===== src/verilog/timer3_pkg.sv =====
// constants for the timer 3 block: register map, fields, tick rates
// assumes a 200 MHz system clock and byte addresses of four times the index
`default_nettype none
package timer3_pkg;
  // ************************************************************
  // register indices, byte address is four times the index
  // ************************************************************
  localparam logic [7:0] IDX_T2_LIVE_LOW = 8'h1D;
  localparam logic [7:0] IDX_CONTROL = 8'h1E;
  localparam logic [7:0] IDX_RELOAD_HIGH = 8'h1F;
  localparam logic [7:0] IDX_RELOAD_LOW = 8'h20;
  localparam logic [7:0] IDX_LIVE_HIGH = 8'h21;
  localparam logic [7:0] IDX_LIVE_LOW = 8'h22;
  localparam logic [7:0] IDX_IRQ_STATUS = 8'h30;
  localparam logic [7:0] IDX_IRQ_MASK = 8'h31;
  localparam logic [7:0] IDX_COMMAND = 8'h32;
  localparam int ADDR_W = 10;
  // ************************************************************
  // control fields
  // ************************************************************
  localparam int BIT_STOP_RX = 7;
  localparam int BIT_START_HI = 5;
  localparam int BIT_START_LO = 4;
  localparam int BIT_RELOAD = 3;
  localparam int BIT_TICK_HI = 1;
  localparam int BIT_TICK_LO = 0;
  localparam logic [7:0] CONTROL_WMASK = 8'hBB;
  localparam logic [7:0] CONTROL_RESET = 8'h00;
  localparam logic [7:0] RELOAD_RESET = 8'h00;
  localparam logic [1:0] START_NONE = 2'h0;
  localparam logic [1:0] START_TX_END = 2'h1;
  localparam logic [1:0] START_TRIM_NOUF = 2'h2;
  localparam logic [1:0] START_TRIM_UF = 2'h3;
  localparam logic [1:0] TICK_CARRIER = 2'h0;
  localparam logic [1:0] TICK_SLOW = 2'h1;
  localparam logic [1:0] TICK_T0_UF = 2'h2;
  localparam logic [1:0] TICK_T1_UF = 2'h3;
  localparam int BIT_CMD_START = 0;
  localparam int BIT_CMD_STOP = 1;
  localparam int BIT_IRQ_UF = 0;
  // ************************************************************
  // tick rates
  // ************************************************************
  localparam int CLK_KHZ = 200000;
  localparam int CARRIER_KHZ = 13560;
  localparam int SLOW_TICK_HZ = 211875;
  localparam int SLOW_DIV = (CARRIER_KHZ * 1000) / SLOW_TICK_HZ;
  localparam int ACC_W = 18;
  localparam logic [ACC_W-1:0] ACC_STEP = ACC_W'(CARRIER_KHZ);
  localparam logic [ACC_W-1:0] ACC_WRAP = ACC_W'(CLK_KHZ);
  localparam logic [5:0] SLOW_LAST = 6'(SLOW_DIV - 1);
  // ************************************************************
  // bus answers
  // ************************************************************
  localparam logic [1:0] RESP_OKAY = 2'h0;
  localparam logic [1:0] RESP_SLVERR = 2'h2;
endpackage
`default_nettype wire


===== src/verilog/reader_timer3_control.sv =====
// timer 3 of the reader core: 16-bit down-counter, AXI4-Lite registers
// assumes event inputs come from logic on aclk; the oscillator input is asynchronous
// What this block does
// timer 2 live count low byte readable, read-only, at index 1Dh.
// software avoids reading live counts while a frame is received.
// control holds stop-on-rx bit7, start bits5:4, reload bit3, tick bits1:0.
// stop-on-rx set halts timer after first four received bits.
// in trimming start modes the stop-on-rx bit does nothing.
// start 00b no automatic start; 01b starts at end of transmission.
// start 10b/11b trimming without/with underflow, start and stop on rising edge.
// reload bit set reloads the value and keeps counting at underflow.
// reload bit clear counts to zero then stops until restarted.
// every underflow sets the underflow interrupt flag.
// tick 00b runs at the carrier rate, 01b at carrier over 64.
// tick 10b counts timer 0 underflows, 11b timer 1 underflows.
// reload value split in high and low byte registers, writable.
// start loads high and low reload bytes; writes wait for next start, or for the next underflow when the reload bit is set.
// timer 3 live count readable as high and low bytes from 21h.
// one decrement per tick; underflow on the tick leaving zero.
// reserved control bits read zero, writes to them ignored.
`timescale 1ns/1ps
`default_nettype none
module reader_timer3_control (
  // clock, reset, enable
  input wire logic aclk,
  input wire logic aresetn,
  input wire logic ce,
  // axi4-lite write
  input wire logic awvalid,
  output logic awready,
  input wire logic [timer3_pkg::ADDR_W-1:0] awaddr,
  input wire logic [2:0] awprot,
  input wire logic wvalid,
  output logic wready,
  input wire logic [31:0] wdata,
  input wire logic [3:0] wstrb,
  output logic bvalid,
  input wire logic bready,
  output logic [1:0] bresp,
  // axi4-lite read
  input wire logic arvalid,
  output logic arready,
  input wire logic [timer3_pkg::ADDR_W-1:0] araddr,
  input wire logic [2:0] arprot,
  output logic rvalid,
  input wire logic rready,
  output logic [31:0] rdata,
  output logic [1:0] rresp,
  // core events, one-cycle pulses on aclk, and the timer 2 live count
  input wire logic tx_end,
  input wire logic rx_first_nibble,
  input wire logic timer0_underflow,
  input wire logic timer1_underflow,
  input wire logic [15:0] timer2_count,
  // asynchronous oscillator level
  input wire logic low_freq_oscillator,
  // interrupt
  output logic irq
);
  // ************************************************************
  // registers
  // ************************************************************
  logic [7:0] control_r;
  logic [7:0] reload_high_r;
  logic [7:0] reload_low_r;
  logic [7:0] irq_status_r;
  logic [7:0] irq_mask_r;
  logic [15:0] count_r;
  logic running_r;
  logic [timer3_pkg::ACC_W-1:0] acc_r;
  logic [5:0] slow_cnt_r;
  logic lfo_s1_r;
  logic lfo_s2_r;
  logic lfo_prev_r;
  logic aw_have_r;
  logic w_have_r;
  logic [7:0] aw_idx_r;
  logic [7:0] w_byte_r;
  logic w_lane0_r;

  // ************************************************************
  // tick generation
  // ************************************************************
  // phase accumulator keeps the long-run carrier rate exact at 200 MHz
  logic [timer3_pkg::ACC_W-1:0] acc_sum;
  logic carrier_tick;
  logic slow_tick;
  logic tick;
  logic [1:0] tick_sel;
  assign acc_sum = acc_r + timer3_pkg::ACC_STEP;
  assign carrier_tick = acc_sum >= timer3_pkg::ACC_WRAP;
  assign slow_tick = carrier_tick && (slow_cnt_r == timer3_pkg::SLOW_LAST);
  assign tick_sel = control_r[timer3_pkg::BIT_TICK_HI:timer3_pkg::BIT_TICK_LO];
  assign tick = (tick_sel == timer3_pkg::TICK_CARRIER) ? carrier_tick :
                (tick_sel == timer3_pkg::TICK_SLOW) ? slow_tick :
                (tick_sel == timer3_pkg::TICK_T0_UF) ? timer0_underflow :
                timer1_underflow;

  always_ff @(posedge aclk) begin
    if (!aresetn) begin
      acc_r <= '0;
      slow_cnt_r <= '0;
    end else if (ce) begin
      acc_r <= carrier_tick ? acc_sum - timer3_pkg::ACC_WRAP : acc_sum;
      if (carrier_tick) begin
        slow_cnt_r <= slow_tick ? 6'h00 : slow_cnt_r + 6'h01;
      end
    end
  end

  // ************************************************************
  // oscillator edge
  // ************************************************************
  always_ff @(posedge aclk) begin
    if (!aresetn) begin
      lfo_s1_r <= 1'b0;
      lfo_s2_r <= 1'b0;
      lfo_prev_r <= 1'b0;
    end else if (ce) begin
      lfo_s1_r <= low_freq_oscillator;
      lfo_s2_r <= lfo_s1_r;
      lfo_prev_r <= lfo_s2_r;
    end
  end

  // ************************************************************
  // bus decode
  // ************************************************************
  logic aw_take;
  logic w_take;
  logic wr_do;
  logic ar_take;
  logic [7:0] ar_idx;
  logic wr_mapped;
  logic rd_mapped;
  logic [7:0] rd_byte;
  logic status_clear;
  logic cmd_start;
  logic cmd_stop;
  // ce low also holds the ready flags, so keep the bus idle while frozen
  assign aw_take = awvalid && awready;
  assign w_take = wvalid && wready;
  assign wr_do = aw_have_r && w_have_r && !bvalid;
  assign ar_take = arvalid && arready;
  assign ar_idx = araddr[timer3_pkg::ADDR_W-1:2];
  assign wr_mapped = (aw_idx_r == timer3_pkg::IDX_CONTROL) || (aw_idx_r == timer3_pkg::IDX_RELOAD_HIGH) ||
                     (aw_idx_r == timer3_pkg::IDX_RELOAD_LOW) || (aw_idx_r == timer3_pkg::IDX_IRQ_MASK) ||
                     (aw_idx_r == timer3_pkg::IDX_COMMAND);
  assign rd_mapped = (ar_idx >= timer3_pkg::IDX_T2_LIVE_LOW && ar_idx <= timer3_pkg::IDX_LIVE_LOW) ||
                     (ar_idx >= timer3_pkg::IDX_IRQ_STATUS && ar_idx <= timer3_pkg::IDX_COMMAND);
  // live counts are sampled as they stand; mid-frame values may be torn
  assign rd_byte = (ar_idx == timer3_pkg::IDX_T2_LIVE_LOW) ? timer2_count[7:0] :
                   (ar_idx == timer3_pkg::IDX_CONTROL) ? control_r :
                   (ar_idx == timer3_pkg::IDX_RELOAD_HIGH) ? reload_high_r :
                   (ar_idx == timer3_pkg::IDX_RELOAD_LOW) ? reload_low_r :
                   (ar_idx == timer3_pkg::IDX_LIVE_HIGH) ? count_r[15:8] :
                   (ar_idx == timer3_pkg::IDX_LIVE_LOW) ? count_r[7:0] :
                   (ar_idx == timer3_pkg::IDX_IRQ_STATUS) ? irq_status_r :
                   (ar_idx == timer3_pkg::IDX_IRQ_MASK) ? irq_mask_r : 8'h00;
  assign status_clear = ce && ar_take && (ar_idx == timer3_pkg::IDX_IRQ_STATUS);
  assign cmd_start = wr_do && w_lane0_r && (aw_idx_r == timer3_pkg::IDX_COMMAND) &&
                     w_byte_r[timer3_pkg::BIT_CMD_START];
  assign cmd_stop = wr_do && w_lane0_r && (aw_idx_r == timer3_pkg::IDX_COMMAND) &&
                    w_byte_r[timer3_pkg::BIT_CMD_STOP];

  always_ff @(posedge aclk) begin
    if (!aresetn) begin
      awready <= 1'b0;
      wready <= 1'b0;
      aw_have_r <= 1'b0;
      w_have_r <= 1'b0;
      aw_idx_r <= 8'h00;
      w_byte_r <= 8'h00;
      w_lane0_r <= 1'b0;
      bvalid <= 1'b0;
      bresp <= timer3_pkg::RESP_OKAY;
    end else if (ce) begin
      awready <= !aw_have_r && !aw_take && !bvalid;
      wready <= !w_have_r && !w_take && !bvalid;
      if (aw_take) begin
        aw_have_r <= 1'b1;
        aw_idx_r <= awaddr[timer3_pkg::ADDR_W-1:2];
      end
      if (w_take) begin
        w_have_r <= 1'b1;
        w_byte_r <= wdata[7:0];
        w_lane0_r <= wstrb[0];
      end
      if (wr_do) begin
        aw_have_r <= 1'b0;
        w_have_r <= 1'b0;
        bvalid <= 1'b1;
        bresp <= wr_mapped ? timer3_pkg::RESP_OKAY : timer3_pkg::RESP_SLVERR;
      end else if (bvalid && bready) begin
        bvalid <= 1'b0;
      end
    end
  end

  always_ff @(posedge aclk) begin
    if (!aresetn) begin
      arready <= 1'b0;
      rvalid <= 1'b0;
      rdata <= 32'h0000_0000;
      rresp <= timer3_pkg::RESP_OKAY;
    end else if (ce) begin
      arready <= !rvalid && !ar_take;
      if (ar_take) begin
        rvalid <= 1'b1;
        rdata <= {24'h00_0000, rd_byte};
        rresp <= rd_mapped ? timer3_pkg::RESP_OKAY : timer3_pkg::RESP_SLVERR;
      end else if (rvalid && rready) begin
        rvalid <= 1'b0;
      end
    end
  end

  // ************************************************************
  // software registers
  // ************************************************************
  always_ff @(posedge aclk) begin
    if (!aresetn) begin
      control_r <= timer3_pkg::CONTROL_RESET;
      reload_high_r <= timer3_pkg::RELOAD_RESET;
      reload_low_r <= timer3_pkg::RELOAD_RESET;
      irq_mask_r <= 8'h00;
    end else if (ce && wr_do && w_lane0_r) begin
      case (aw_idx_r)
        timer3_pkg::IDX_CONTROL: control_r <= w_byte_r & timer3_pkg::CONTROL_WMASK;
        timer3_pkg::IDX_RELOAD_HIGH: reload_high_r <= w_byte_r;
        timer3_pkg::IDX_RELOAD_LOW: reload_low_r <= w_byte_r;
        timer3_pkg::IDX_IRQ_MASK: irq_mask_r <= w_byte_r;
        default: ;
      endcase
    end
  end

  // ************************************************************
  // counter
  // ************************************************************
  logic [1:0] start_mode;
  logic trim_mode;
  logic lfo_rise;
  logic rx_stop;
  logic start_evt;
  logic stop_evt;
  logic uf_now;
  logic [15:0] reload_value;
  assign start_mode = control_r[timer3_pkg::BIT_START_HI:timer3_pkg::BIT_START_LO];
  assign trim_mode = start_mode[1];
  assign lfo_rise = lfo_s2_r && !lfo_prev_r;
  assign reload_value = {reload_high_r, reload_low_r};
  assign rx_stop = control_r[timer3_pkg::BIT_STOP_RX] && !trim_mode && rx_first_nibble;
  // the oscillator edge toggles the run state while trimming
  assign start_evt = cmd_start || ((start_mode == timer3_pkg::START_TX_END) && tx_end) ||
                     (trim_mode && lfo_rise && !running_r);
  assign stop_evt = cmd_stop || rx_stop || (trim_mode && lfo_rise && running_r);
  // trimming without underflow simply parks at zero
  assign uf_now = running_r && tick && (count_r == 16'h0000) &&
                  (start_mode != timer3_pkg::START_TRIM_NOUF);

  always_ff @(posedge aclk) begin
    if (!aresetn) begin
      count_r <= 16'h0000;
      running_r <= 1'b0;
    end else if (ce) begin
      if (stop_evt) begin
        running_r <= 1'b0;
      end else if (start_evt) begin
        running_r <= 1'b1;
        count_r <= reload_value;
      end else if (uf_now) begin
        if (control_r[timer3_pkg::BIT_RELOAD]) begin
          count_r <= reload_value;
        end else begin
          running_r <= 1'b0;
        end
      end else if (running_r && tick && (count_r != 16'h0000)) begin
        count_r <= count_r - 16'h0001;
      end
    end
  end

  // ************************************************************
  // interrupt
  // ************************************************************
  always_ff @(posedge aclk) begin
    if (!aresetn) begin
      irq_status_r <= 8'h00;
      irq <= 1'b0;
    end else if (ce) begin
      // the set wins over a clearing read in the same cycle
      irq_status_r[timer3_pkg::BIT_IRQ_UF] <= uf_now || (irq_status_r[timer3_pkg::BIT_IRQ_UF] && !status_clear);
      irq <= |(irq_status_r & irq_mask_r);
    end
  end

  // ************************************************************
  // checks
  // ************************************************************
  a_t2_low_read: assert property (@(posedge aclk) disable iff (!aresetn)
    (ce && ar_take && ar_idx == timer3_pkg::IDX_T2_LIVE_LOW) |=> (rdata[7:0] == $past(timer2_count[7:0])))
    else $error("timer 2 low byte readback wrong");
  a_reserved_zero: assert property (@(posedge aclk) disable iff (!aresetn)
    (control_r[6] == 1'b0) && (control_r[2] == 1'b0))
    else $error("reserved control bit set");
  a_rx_stop_halts: assert property (@(posedge aclk) disable iff (!aresetn)
    (ce && running_r && control_r[7] && !trim_mode && rx_first_nibble) |=> !running_r)
    else $error("receive did not stop timer");
  a_trim_ignores_rx: assert property (@(posedge aclk) disable iff (!aresetn)
    (ce && running_r && trim_mode && rx_first_nibble && !lfo_rise && !cmd_stop && !uf_now) |=> running_r)
    else $error("receive stopped trimming timer");
  a_tx_end_start: assert property (@(posedge aclk) disable iff (!aresetn)
    (ce && start_mode == timer3_pkg::START_TX_END && tx_end && !stop_evt)
    |=> (running_r && count_r == $past(reload_value)))
    else $error("end of transmission did not start timer");
  a_auto_reload: assert property (@(posedge aclk) disable iff (!aresetn)
    (ce && uf_now && control_r[3] && !stop_evt && !start_evt) |=> (running_r && count_r == $past(reload_value)))
    else $error("auto restart did not reload");
  a_one_shot_stop: assert property (@(posedge aclk) disable iff (!aresetn)
    (ce && uf_now && !control_r[3] && !start_evt) |=> !running_r)
    else $error("one shot timer kept running");
  a_underflow_flag: assert property (@(posedge aclk) disable iff (!aresetn)
    (ce && uf_now) |=> irq_status_r[0])
    else $error("underflow flag not set");
  a_single_decrement: assert property (@(posedge aclk) disable iff (!aresetn)
    (ce && running_r && tick && count_r != 16'h0000 && !start_evt && !stop_evt)
    |=> (count_r == $past(count_r) - 16'h0001))
    else $error("count did not drop by one");
  a_start_loads: assert property (@(posedge aclk) disable iff (!aresetn)
    (ce && start_evt && !stop_evt) |=> (running_r && count_r == $past(reload_value)))
    else $error("start did not load reload value");
  a_live_high_read: assert property (@(posedge aclk) disable iff (!aresetn)
    (ce && ar_take && ar_idx == timer3_pkg::IDX_LIVE_HIGH) |=> (rdata[7:0] == $past(count_r[15:8])))
    else $error("timer 3 high byte readback wrong");
  a_no_tick_hold: assert property (@(posedge aclk) disable iff (!aresetn)
    (ce && running_r && tick_sel == timer3_pkg::TICK_T0_UF && !timer0_underflow && !start_evt)
    |=> $stable(count_r))
    else $error("count moved without a tick");
  a_trim_parks: assert property (@(posedge aclk) disable iff (!aresetn)
    (ce && running_r && start_mode == timer3_pkg::START_TRIM_NOUF && count_r == 16'h0000 && !start_evt)
    |=> (count_r == 16'h0000))
    else $error("trimming count left zero");
endmodule
`default_nettype wire


===== config.mk =====
export PLATFORM = sky130hd
export DESIGN_NAME = reader_timer3_control
export DESIGN_NICKNAME = d
export VERILOG_FILES = /design/src/verilog/timer3_pkg.sv /design/src/verilog/reader_timer3_control.sv
export SDC_FILE = /design/constraint.sdc
export NUM_CORES = 1
export LEC_CHECK = 0
export ABC_AREA = 1
export BUFFER_PORTS_ARGS = -buffer_cell sky130_fd_sc_hd__clkbuf_2
export CAP_MARGIN = 20
export CORE_UTILIZATION = 35
export DETAILED_ROUTE_END_ITERATION = 10
export PLACE_DENSITY = 0.6
export SLEW_MARGIN = 0
export SYNTH_ARGS = -nofsm -noshare
export SYNTH_HDL_FRONTEND = slang
export SYNTH_SLANG_ARGS = --single-unit

===== constraint.sdc =====
create_clock -name aclk -period 2.76 [get_ports aclk]
set_input_delay 0 -clock aclk [delete_from_list [all_inputs] [get_ports aclk]]
set_output_delay 0 -clock aclk [all_outputs]
set_load 0.03 [all_outputs]

==> out/qor_table.md, run 1 <==
| Stage | Result | Reported |
| --- | --- | --- |
| clocking | Maximum clock path buffer count | 2 |
| sta | Final count of hold timing violations | 0 |
| setup path | Highest cell delay on the worst timing path | 380 ps |
| floorplan | Y dimension of the die | 133 um |
| hold path | Hold/Removal Path Class | primary input to flop |
| floorplan | # rows | 47 |
| sta | Tcrit/Tclk final | 0.980 |
| routing | First-pass DRT Iterations | 5 |
| power | Total power per unit cell area | 472 nW/um^2 |
| global routing | Gr ovfl total | 0 |
| global routing | Maximum number of pins on one net before global-route repair | 81 |
| run status | Result of the run | finished clean |
| clocking | Clock-pin transition on the worst setup and hold timing paths | 80 ps |
| power | Leakage dissipation | 3.14 nW |
| cells and area | Nets | 1066 |
| synth | Top flip-flop cell by instance count after synthesis | dfxtp_1 |
| sta | Final clock skew | 14.2 ps |
| sta | Post-layout worst setup margin | 54.3 ps |
| clocking | Clock tree from TritonCTS | yes |
| setup path | Arrival time of the worst setup path | 2960 ps |
| routing | Vias per std cell | 4.83 |
| synth | Average cell area after synthesis | 6.77 um^2 |
| floorplan | Die area | 17600 um^2 |
| setup path | CP Capture Type | flop |
| sta | Final setup violating endpoints | 0 |
| routing | Number of vias in the routed layout | 5773 |
| clocking | Total clock sinks | 107 |
| setup path | Worst r2r path cells | 18 |
| setup path | Number of logic stages on the critical path including buffering | 18 |
| setup path | Critical Path Fanout Max | 8 |
| place | Number of cells after detailed placement | 1146 |
| setup path | Number of buffer and inverter stages on the critical path | 4 |
| synth | Share of synthesized area occupied by flip-flops and latches | 0.359 |
| routing | First DRT Iteration DRCs | 334 |
| setup path | Cell with the largest stage delay on the worst path | dfxtp_4 |
| setup path | Startpoint of the most critical setup path | acc_r[4]$_SDFFE_PN0P_ |
| setup path | WP data required | 3020 ps |
| synth | Area leader, netlist | dfxtp_1 |
| setup path | Worst R2R Start | acc_r[4]$_SDFFE_PN0P_ |
| floorplan | Count of boundary I/O pins | 133 |
| synth | Fraction of post-synthesis cell area in the top cell type by area | 0.359 |
| hold path | Hold path cells | 5 |
| synth | Count of cell types in the netlist | 45 |
| global routing | Total GRT Usage | 0.178 |
| setup path | CP Class | flop to flop |
| cells and area | Total of fill cells in the finished design | 1740 |
| place | Last weighted congestion value of the routability-driven placer | 0.843 |
| synth | Main area contributors after synthesis | dfxtp_1 36%, nand2_1 12%, a21oi_1 7.8% |
| global routing | Number of antenna violations at the first check in global routing | 0 |
| sta | Total count of max-transition violations in the final report | 0 |
| synth | Cell area after synthesis | 5970 um^2 |
| run | Max-capacitance violation count | 0 |
| synth | Synthesis-stage register bit count | 107 |
| synth | Number of synthesized flops with an enable pin | 0 |
| setup path | CP Launch Type | flop |
| cells and area | Diodes inserted | 0 |
| floorplan | Initial Utilization | 0.359 |
| routing | Routed WL per cell | 13.4 um |
| clocking | Number of buffers added by the clock tree synthesis step | 9 |
| power | Power after layout | 0.00339 W |
| clocking | Root buffer cell | clkbuf_16 |
| floorplan | Chip Width | 133 um |
| hold path | Hold Startpoint | timer2_count[0] |
| sta | Pin slew with the least headroom to its limit | 738 ps |
| sta | Max Fclk | 370 MHz |
| routing | Count of unresolved DRC violations after routing | 0 |
| power | Worst VDD drop | 313 uV |
| synth | Post-Syn Instances | 882 |
| synth | Total number of yosys warnings | 0 |
| cells and area | Layout cells sized above 1 | 0.164 |
| routing | Antenna Nets Post-Route | 0 |
| global routing | Wire length of the first global-routing pass | 25100 um |
| cells and area | Final Instance Count excl. Fillers | 1195 |
| routing | WL final | 16000 um |
| clocking | Number of levels in the clock H-tree | 3 |
| global routing | Via count of the first global-routing pass | 4895 |
| place | Post-Place Worst Slack | 23.6 ps |
| setup path | Series of cell instances along the critical path | inv_4 > ha_4 > inv_2 > nor2_2 > nand2_2 > buf_6 > nand4_1 > a21o_1 > and2_4 > nor2_4 > nand2_4 > a21oi_4 > nand3_4 > nand3_4 > nand2_8 > clkbuf_16 > nor2_1 > nor2_1 |
| cells and area | Area added between synthesis and finish | 20.2% |
| floorplan | Area of the placeable core | 16600 um^2 |
| setup path | CP delay by family, top | simple AND/OR/NAND/NOR gates |
| sta | Clock period minus worst slack | 2710 ps |
| clocking | Clk_lat worst skew | 360 ps |
| synth | Share of async-settable or async-resettable flops after synthesis | 0 |
| cells and area | Post-layout utilization of the core | 0.431 |
| sta | Max transition margin | 0.506 |
| place | Number of input and output port buffers inserted | 61 |
| place | Post-detailed-placement half-perimeter wirelength | 11000 um |
## logic make-up after synthesis
logic type      share of synthesized area
xor+xnor                           0.0409
compound gates                      0.172
other cells                      0.000628
flops                               0.359
simple gates                        0.289
buf+inv                             0.128
fa+ha+maj                          0.0105
## power breakdown
part           total, W  internal [W]  switching [W]
combinational  0.000476      0.000172       0.000304
sequential      0.00162       0.00158      0.0000386
clock           0.00129      0.000653       0.000636
total           0.00339       0.00241       0.000979
## worst register-to-register path, cell delays in order, from the launching register on
cell	delay (ps)
dfxtp_4	380
inv_4	40
ha_4	160
inv_2	50
nor2_2	30
nand2_2	110
buf_6	110
nand4_1	150
a21o_1	220
and2_4	140
nor2_4	140
nand2_4	90
a21oi_4	190
nand3_4	180
nand3_4	150
nand2_8	90
clkbuf_16	170
nor2_1	130
nor2_1	60
## metrics by stage
step	TNS, ps	area (um^2)	hold slack (ps)
final	0	7180	16.6
after global routing	-901	7180	31.9
after CTS	0	6930	7.05
after detailed placement	0	6400	261
after global placement	0	6400	263
after floorplan	0	6060	135
## path summary, 6_finish.rpt
path	to	slack [ps]
worst max-delay path	count_r[10]$_SDFFE_PN0P_	50
worst min register to register	aw_idx_r[6]$_SDFFE_PN0P_	450
worst max register to register	count_r[10]$_SDFFE_PN0P_	50
worst min-delay path	rdata[0]$_SDFFE_PN0P_	20
## sequential cells by signal, indices dropped and copies added, names as in the netlist, 8 cells and up
signal         cells
acc_r             15
aw_idx_r           8
count_r           16
irq_mask_r         8
rdata              8
reload_high_r      8
reload_low_r       8
w_byte_r           8
## cell usage in the layout, fill, tap and decap left out, drive strengths merged, types with 2 or more instances in the layout
| cell type | netlist | layout |
|---|---|---|
| a21oi | 94 | 94 |
| dfxtp | 107 | 107 |
| o31ai | 2 | 2 |
| conb | 1 | 26 |
| o211ai | 5 | 5 |
| ha | 5 | 5 |
| dlygate4sd3 | 0 | 24 |
| nor3 | 14 | 14 |
| nand3 | 56 | 56 |
| xor2 | 24 | 24 |
| nor4 | 4 | 4 |
| nand4 | 13 | 13 |
| clkinv | 1 | 2 |
| buf | 36 | 21 |
| o2111ai | 5 | 5 |
| nor2 | 101 | 101 |
| nand2 | 202 | 202 |
| o21ai | 75 | 75 |
| clkinvlp | 0 | 2 |
| xnor2 | 3 | 3 |
| inv | 104 | 106 |
| clkbuf | 20 | 74 |
## layer usage
layer	up-vias	routed length, um	track usage	part of all wire
met1	2587	8240	0.271	0.52
met5	-	0	0	0
met4	0	227	0.0536	0.014
met3	18	802	0.0268	0.050
li1	2999	-	-	-
met2	169	6690	0.253	0.42
## synthesized netlist by cell type (all sizes together), types with 2 or more instances
cell     count
o211ai       5
clkbuf      20
nor4         4
nand3       56
inv        104
buf         36
o21ai       75
a21oi       94
nand4       13
xor2        24
ha           5
nor3        14
dfxtp      107
xnor2        3
o2111ai      5
nor2       101
o31ai        2
nand2      202
## area by class of cell
class	instances	area, um^2	area share
Multi-Input combinational cell	639	3280	0.457
Sequential cell	107	2150	0.299
Timing Repair Buffer	108	790	0.110
Inverter	105	397	0.0553
Tap cell	220	275	0.0384
Clock buffer	11	243	0.0338
Clock inverter	5	46.3	0.00645
## repair_timing
| item | in CTS | in global routing |
|---|---|---|
| buffers inserted | 0 | 6 |
| hold buffers | 24 | 0 |
| gates resized for setup | 0 | 36 |
| hold endpoints to repair | 24 | 0 |
| setup endpoints to repair | 0 | 24 |
No activity file was read; power rests on OpenSTA's default activity.
==> inputs of run 2 (changes only) <==
- GPL_TIMING_DRIVEN: default -> 0
==> out/qor_table.md, run 2 (synthesized netlist as in run 1, its figures left out) <==
| Stage | Result | Reported | vs previous |
| --- | --- | --- | --- |
| run status | Result of the run | finished clean |  |
| power | Leakage dissipation | 3.38 nW | +7.7% |
| cells and area | Most frequent standard cell in the layout excluding fill and tap cells | nand2_1 |  |
| clocking | Clk_lat worst skew | 360 ps | about the same |
| cells and area | Nets | 1121 | +5.2% |
| place | Last weighted congestion value of the routability-driven placer | 0.906 | +7.5% |
| floorplan | Chip Width | 133 um | unchanged |
| floorplan | Count of boundary I/O pins | 133 | unchanged |
| setup path | Critical Path Fanout Max | 6 | -2 |
| hold path | Hold Startpoint | timer2_count[4] |  |
| routing | Number of vias in the routed layout | 6037 | +4.6% |
| floorplan | # rows | 47 | unchanged |
| floorplan | Y dimension of the die | 133 um | unchanged |
| cells and area | Layout cells sized above 1 | 0.191 | +0.0272 |
| run | Max-capacitance violation count | 0 | unchanged |
| setup path | Number of buffer and inverter stages on the critical path | 4 | unchanged |
| sta | Final count of hold timing violations | 0 | unchanged |
| clocking | Clock-pin transition on the worst setup and hold timing paths | 80 ps | about the same |
| clocking | Total clock sinks | 107 | unchanged |
| sta | Max transition margin | 0.342 | -0.164 |
| routing | First DRT Iteration DRCs | 414 | +24% |
| clocking | Root buffer cell | clkbuf_16 |  |
| setup path | CP delay by family, top | simple AND/OR/NAND/NOR gates |  |
| routing | WL final | 17500 um | +9.9% |
| place | Post-Place Worst Slack | -127 ps | -150 ps |
| setup path | CP Capture Type | flop |  |
| setup path | CP Class | flop to flop |  |
| sta | Post-layout worst setup margin | 160 ps | +106 ps |
| hold path | Hold/Removal Path Class | primary input to flop |  |
| cells and area | Biggest registers after layout | count_r (16), acc_r (15) |  |
| hold path | Hold path cells | 5 | unchanged |
| routing | Antenna Nets Post-Route | 0 | unchanged |
| setup path | Series of cell instances along the critical path | inv_2 > ha_4 > inv_2 > nor2_2 > nand2_2 > buf_12 > nand4_1 > a21o_1 > and2_4 > nor2_4 > nand2_8 > a21oi_4 > nand3_1 > nand3_2 > nand2_4 > clkbuf_16 > nor2_2 > nor2_1 |  |
| sta | Pin slew with the least headroom to its limit | 979 ps | +241 ps |
| setup path | Highest cell delay on the worst timing path | 360 ps | -20 ps |
| floorplan | Initial Utilization | 0.359 | unchanged |
| sta | Tcrit/Tclk final | 0.942 | -0.0384 |
| place | Area post-placement | 6640 um^2 | +3.7% |
| cells and area | Area added between synthesis and finish | 26.7% |  |
| setup path | CP Launch Type | flop |  |
| hold path | End point of the worst hold path | rdata[4]$_SDFFE_PN0P_ |  |
| cells and area | Total of fill cells in the finished design | 1741 | +0.057% |
| setup path | Arrival time of the worst setup path | 2860 ps | -100 ps |
| clocking | Clock tree from TritonCTS | yes |  |
| global routing | Maximum number of pins on one net before global-route repair | 20 | -75% |
| sta | Total count of max-transition violations in the final report | 0 | unchanged |
| clocking | Number of buffers added by the clock tree synthesis step | 9 | unchanged |
| setup path | Worst r2r path cells | 18 | unchanged |
| sta | Final clock skew | 8.41 ps | -5.75 ps |
| cells and area | Diodes inserted | 0 | unchanged |
| global routing | Total GRT Usage | 0.200 | +0.0219 |
| cells and area | Most flops, register | count_r |  |
| floorplan | Die area | 17600 um^2 | unchanged |
| setup path | Worst R2R Start | acc_r[4]$_SDFFE_PN0P_ |  |
| routing | First-pass DRT Iterations | 7 | +2 |
| cells and area | Most frequent cells in the layout | 181 x nand2_1, 105 x dfxtp_1, 95 x inv_1 |  |
| global routing | Via count of the first global-routing pass | 5299 | +8.3% |
| power | Worst VDD drop | 284 uV | -9.4% |
| sta | Minimum hold slack | 25.7 ps | +9.06 ps |
| power | Total power per unit cell area | 470 nW/um^2 | -0.36% |
| sta | TNS Setup | 0 ps | unchanged |
| clocking | Number of levels in the clock H-tree | 3 | unchanged |
| clocking | Maximum clock path buffer count | 2 | unchanged |
| floorplan | Area of the placeable core | 16600 um^2 | unchanged |
| global routing | Wire length of the first global-routing pass | 27400 um | +9.2% |
| global routing | Number of antenna violations at the first check in global routing | 0 | unchanged |
| sta | Clock period minus worst slack | 2600 ps | -106 ps |
| sta | Final setup violating endpoints | 0 | unchanged |
| cells and area | Post-layout utilization of the core | 0.455 | +0.0235 |
| setup path | Cell with the largest stage delay on the worst path | dfxtp_2 |  |
| routing | Count of unresolved DRC violations after routing | 0 | unchanged |
| cells and area | Area of all placed cells without fillers | 7570 um^2 | +5.4% |
| routing | Routed WL per cell | 14.0 um | +5.1% |
| routing | Vias per std cell | 4.83 | about the same |
| cells and area | Number of flip-flops under the largest register name | 16 | unchanged |
| place | Post-detailed-placement half-perimeter wirelength | 12900 um | +17% |
| setup path | WP data required | 3030 ps | about the same |
| setup path | Reg2Reg Capture Point | count_r[2]$_SDFFE_PN0P_ |  |
| place | Number of input and output port buffers inserted | 60 | -1.6% |
| sta | Max Fclk | 385 MHz | +4.1% |
| global routing | Gr ovfl total | 0 | unchanged |
| setup path | Setup slack of the most critical reg-to-reg path | 160 ps | +110 ps |
==> run 2: changes by cell type in the layout (fill, tap and decap cells not counted), moves of 2 or more <==
cell      before  now
nand2_1      184  181
nand2_4        2    5
buf_1          0    2
buf_4         16   47
buf_8          0    2
buf_6          3    5
clkbuf_1       1   19
==> run 2: how the worst max path moves through the flow <==
stage	start	to	slack, ps	depth (start not counted)
after floorplan	acc_r[3]$_SDFFE_PN0P_	count_r[0]$_SDFFE_PN0P_	250	21
after global placement	acc_r[3]$_SDFFE_PN0P_	count_r[2]$_SDFFE_PN0P_	-110	21
after detailed placement	acc_r[3]$_SDFFE_PN0P_	count_r[2]$_SDFFE_PN0P_	-130	21
after CTS	acc_r[3]$_SDFFE_PN0P_	count_r[2]$_SDFFE_PN0P_	4	21
after global routing	acc_r[3]$_SDFFE_PN0P_	count_r[6]$_SDFFE_PN0P_	-10	21
final	acc_r[4]$_SDFFE_PN0P_	count_r[2]$_SDFFE_PN0P_	160	18
==> run 2: worst register-to-register path, delay by kind of cell (launching register included) <==
family | cells | cell delay (ps)
flops | 1 | 360
compound gates | 2 | 390
fa+ha+maj | 1 | 170
buf+inv | 4 | 400
simple gates | 11 | 1180
==> run 2: what timing repair did <==
action                                  in CTS  in global routing
gates cloned                                 0                  3
endpoints found under the setup margin      19                 27
buffers inserted                             1                 19
pin swaps                                    2                 21
hold endpoints to repair                    24                  0
hold buffers                                24                  0
gates resized for setup                      5                 39
==> run 2: metrics by stage <==
step | cells | total power (W)
3_3_place_gp | 1187 | 0.00211
6_report | 1250 | 0.00356
5_1_grt | 1250 | 0.00370
3_5_place_dp | 1187 | 0.00211
4_1_cts | 1228 | 0.00352
2_1_floorplan | 907 | 0.00199
==> run 2: routing by layer <==
layer	global-route usage	vias to the layer above	wire (um)
met3	0.0341	24	947
met1	0.288	2725	8880
met2	0.299	189	7420
li1	-	3099	-
met5	0	-	0
met4	0.0651	0	288
==> run 2: final cells by class <==
cell class              count  area (um^2)  share of cell area
plain buffers              56          378              0.0499
clock buffers               9          225              0.0298
clock inverters             7         87.6              0.0116
inverters                 105          397              0.0524
multi-input cells         639         3320               0.438
flip-flops and latches    107         2140               0.283
well taps                 220          275              0.0364
repair buffers            107          744              0.0984
==> run 2: report_power, final <==
group	leakage (nW)	internal (W)	switching [W]
Clock	0.151	0.000722	0.000653
Sequential	0.869	0.00158	0.0000384
Combinational	2.36	0.000217	0.000344
Total	3.38	0.00252	0.00104
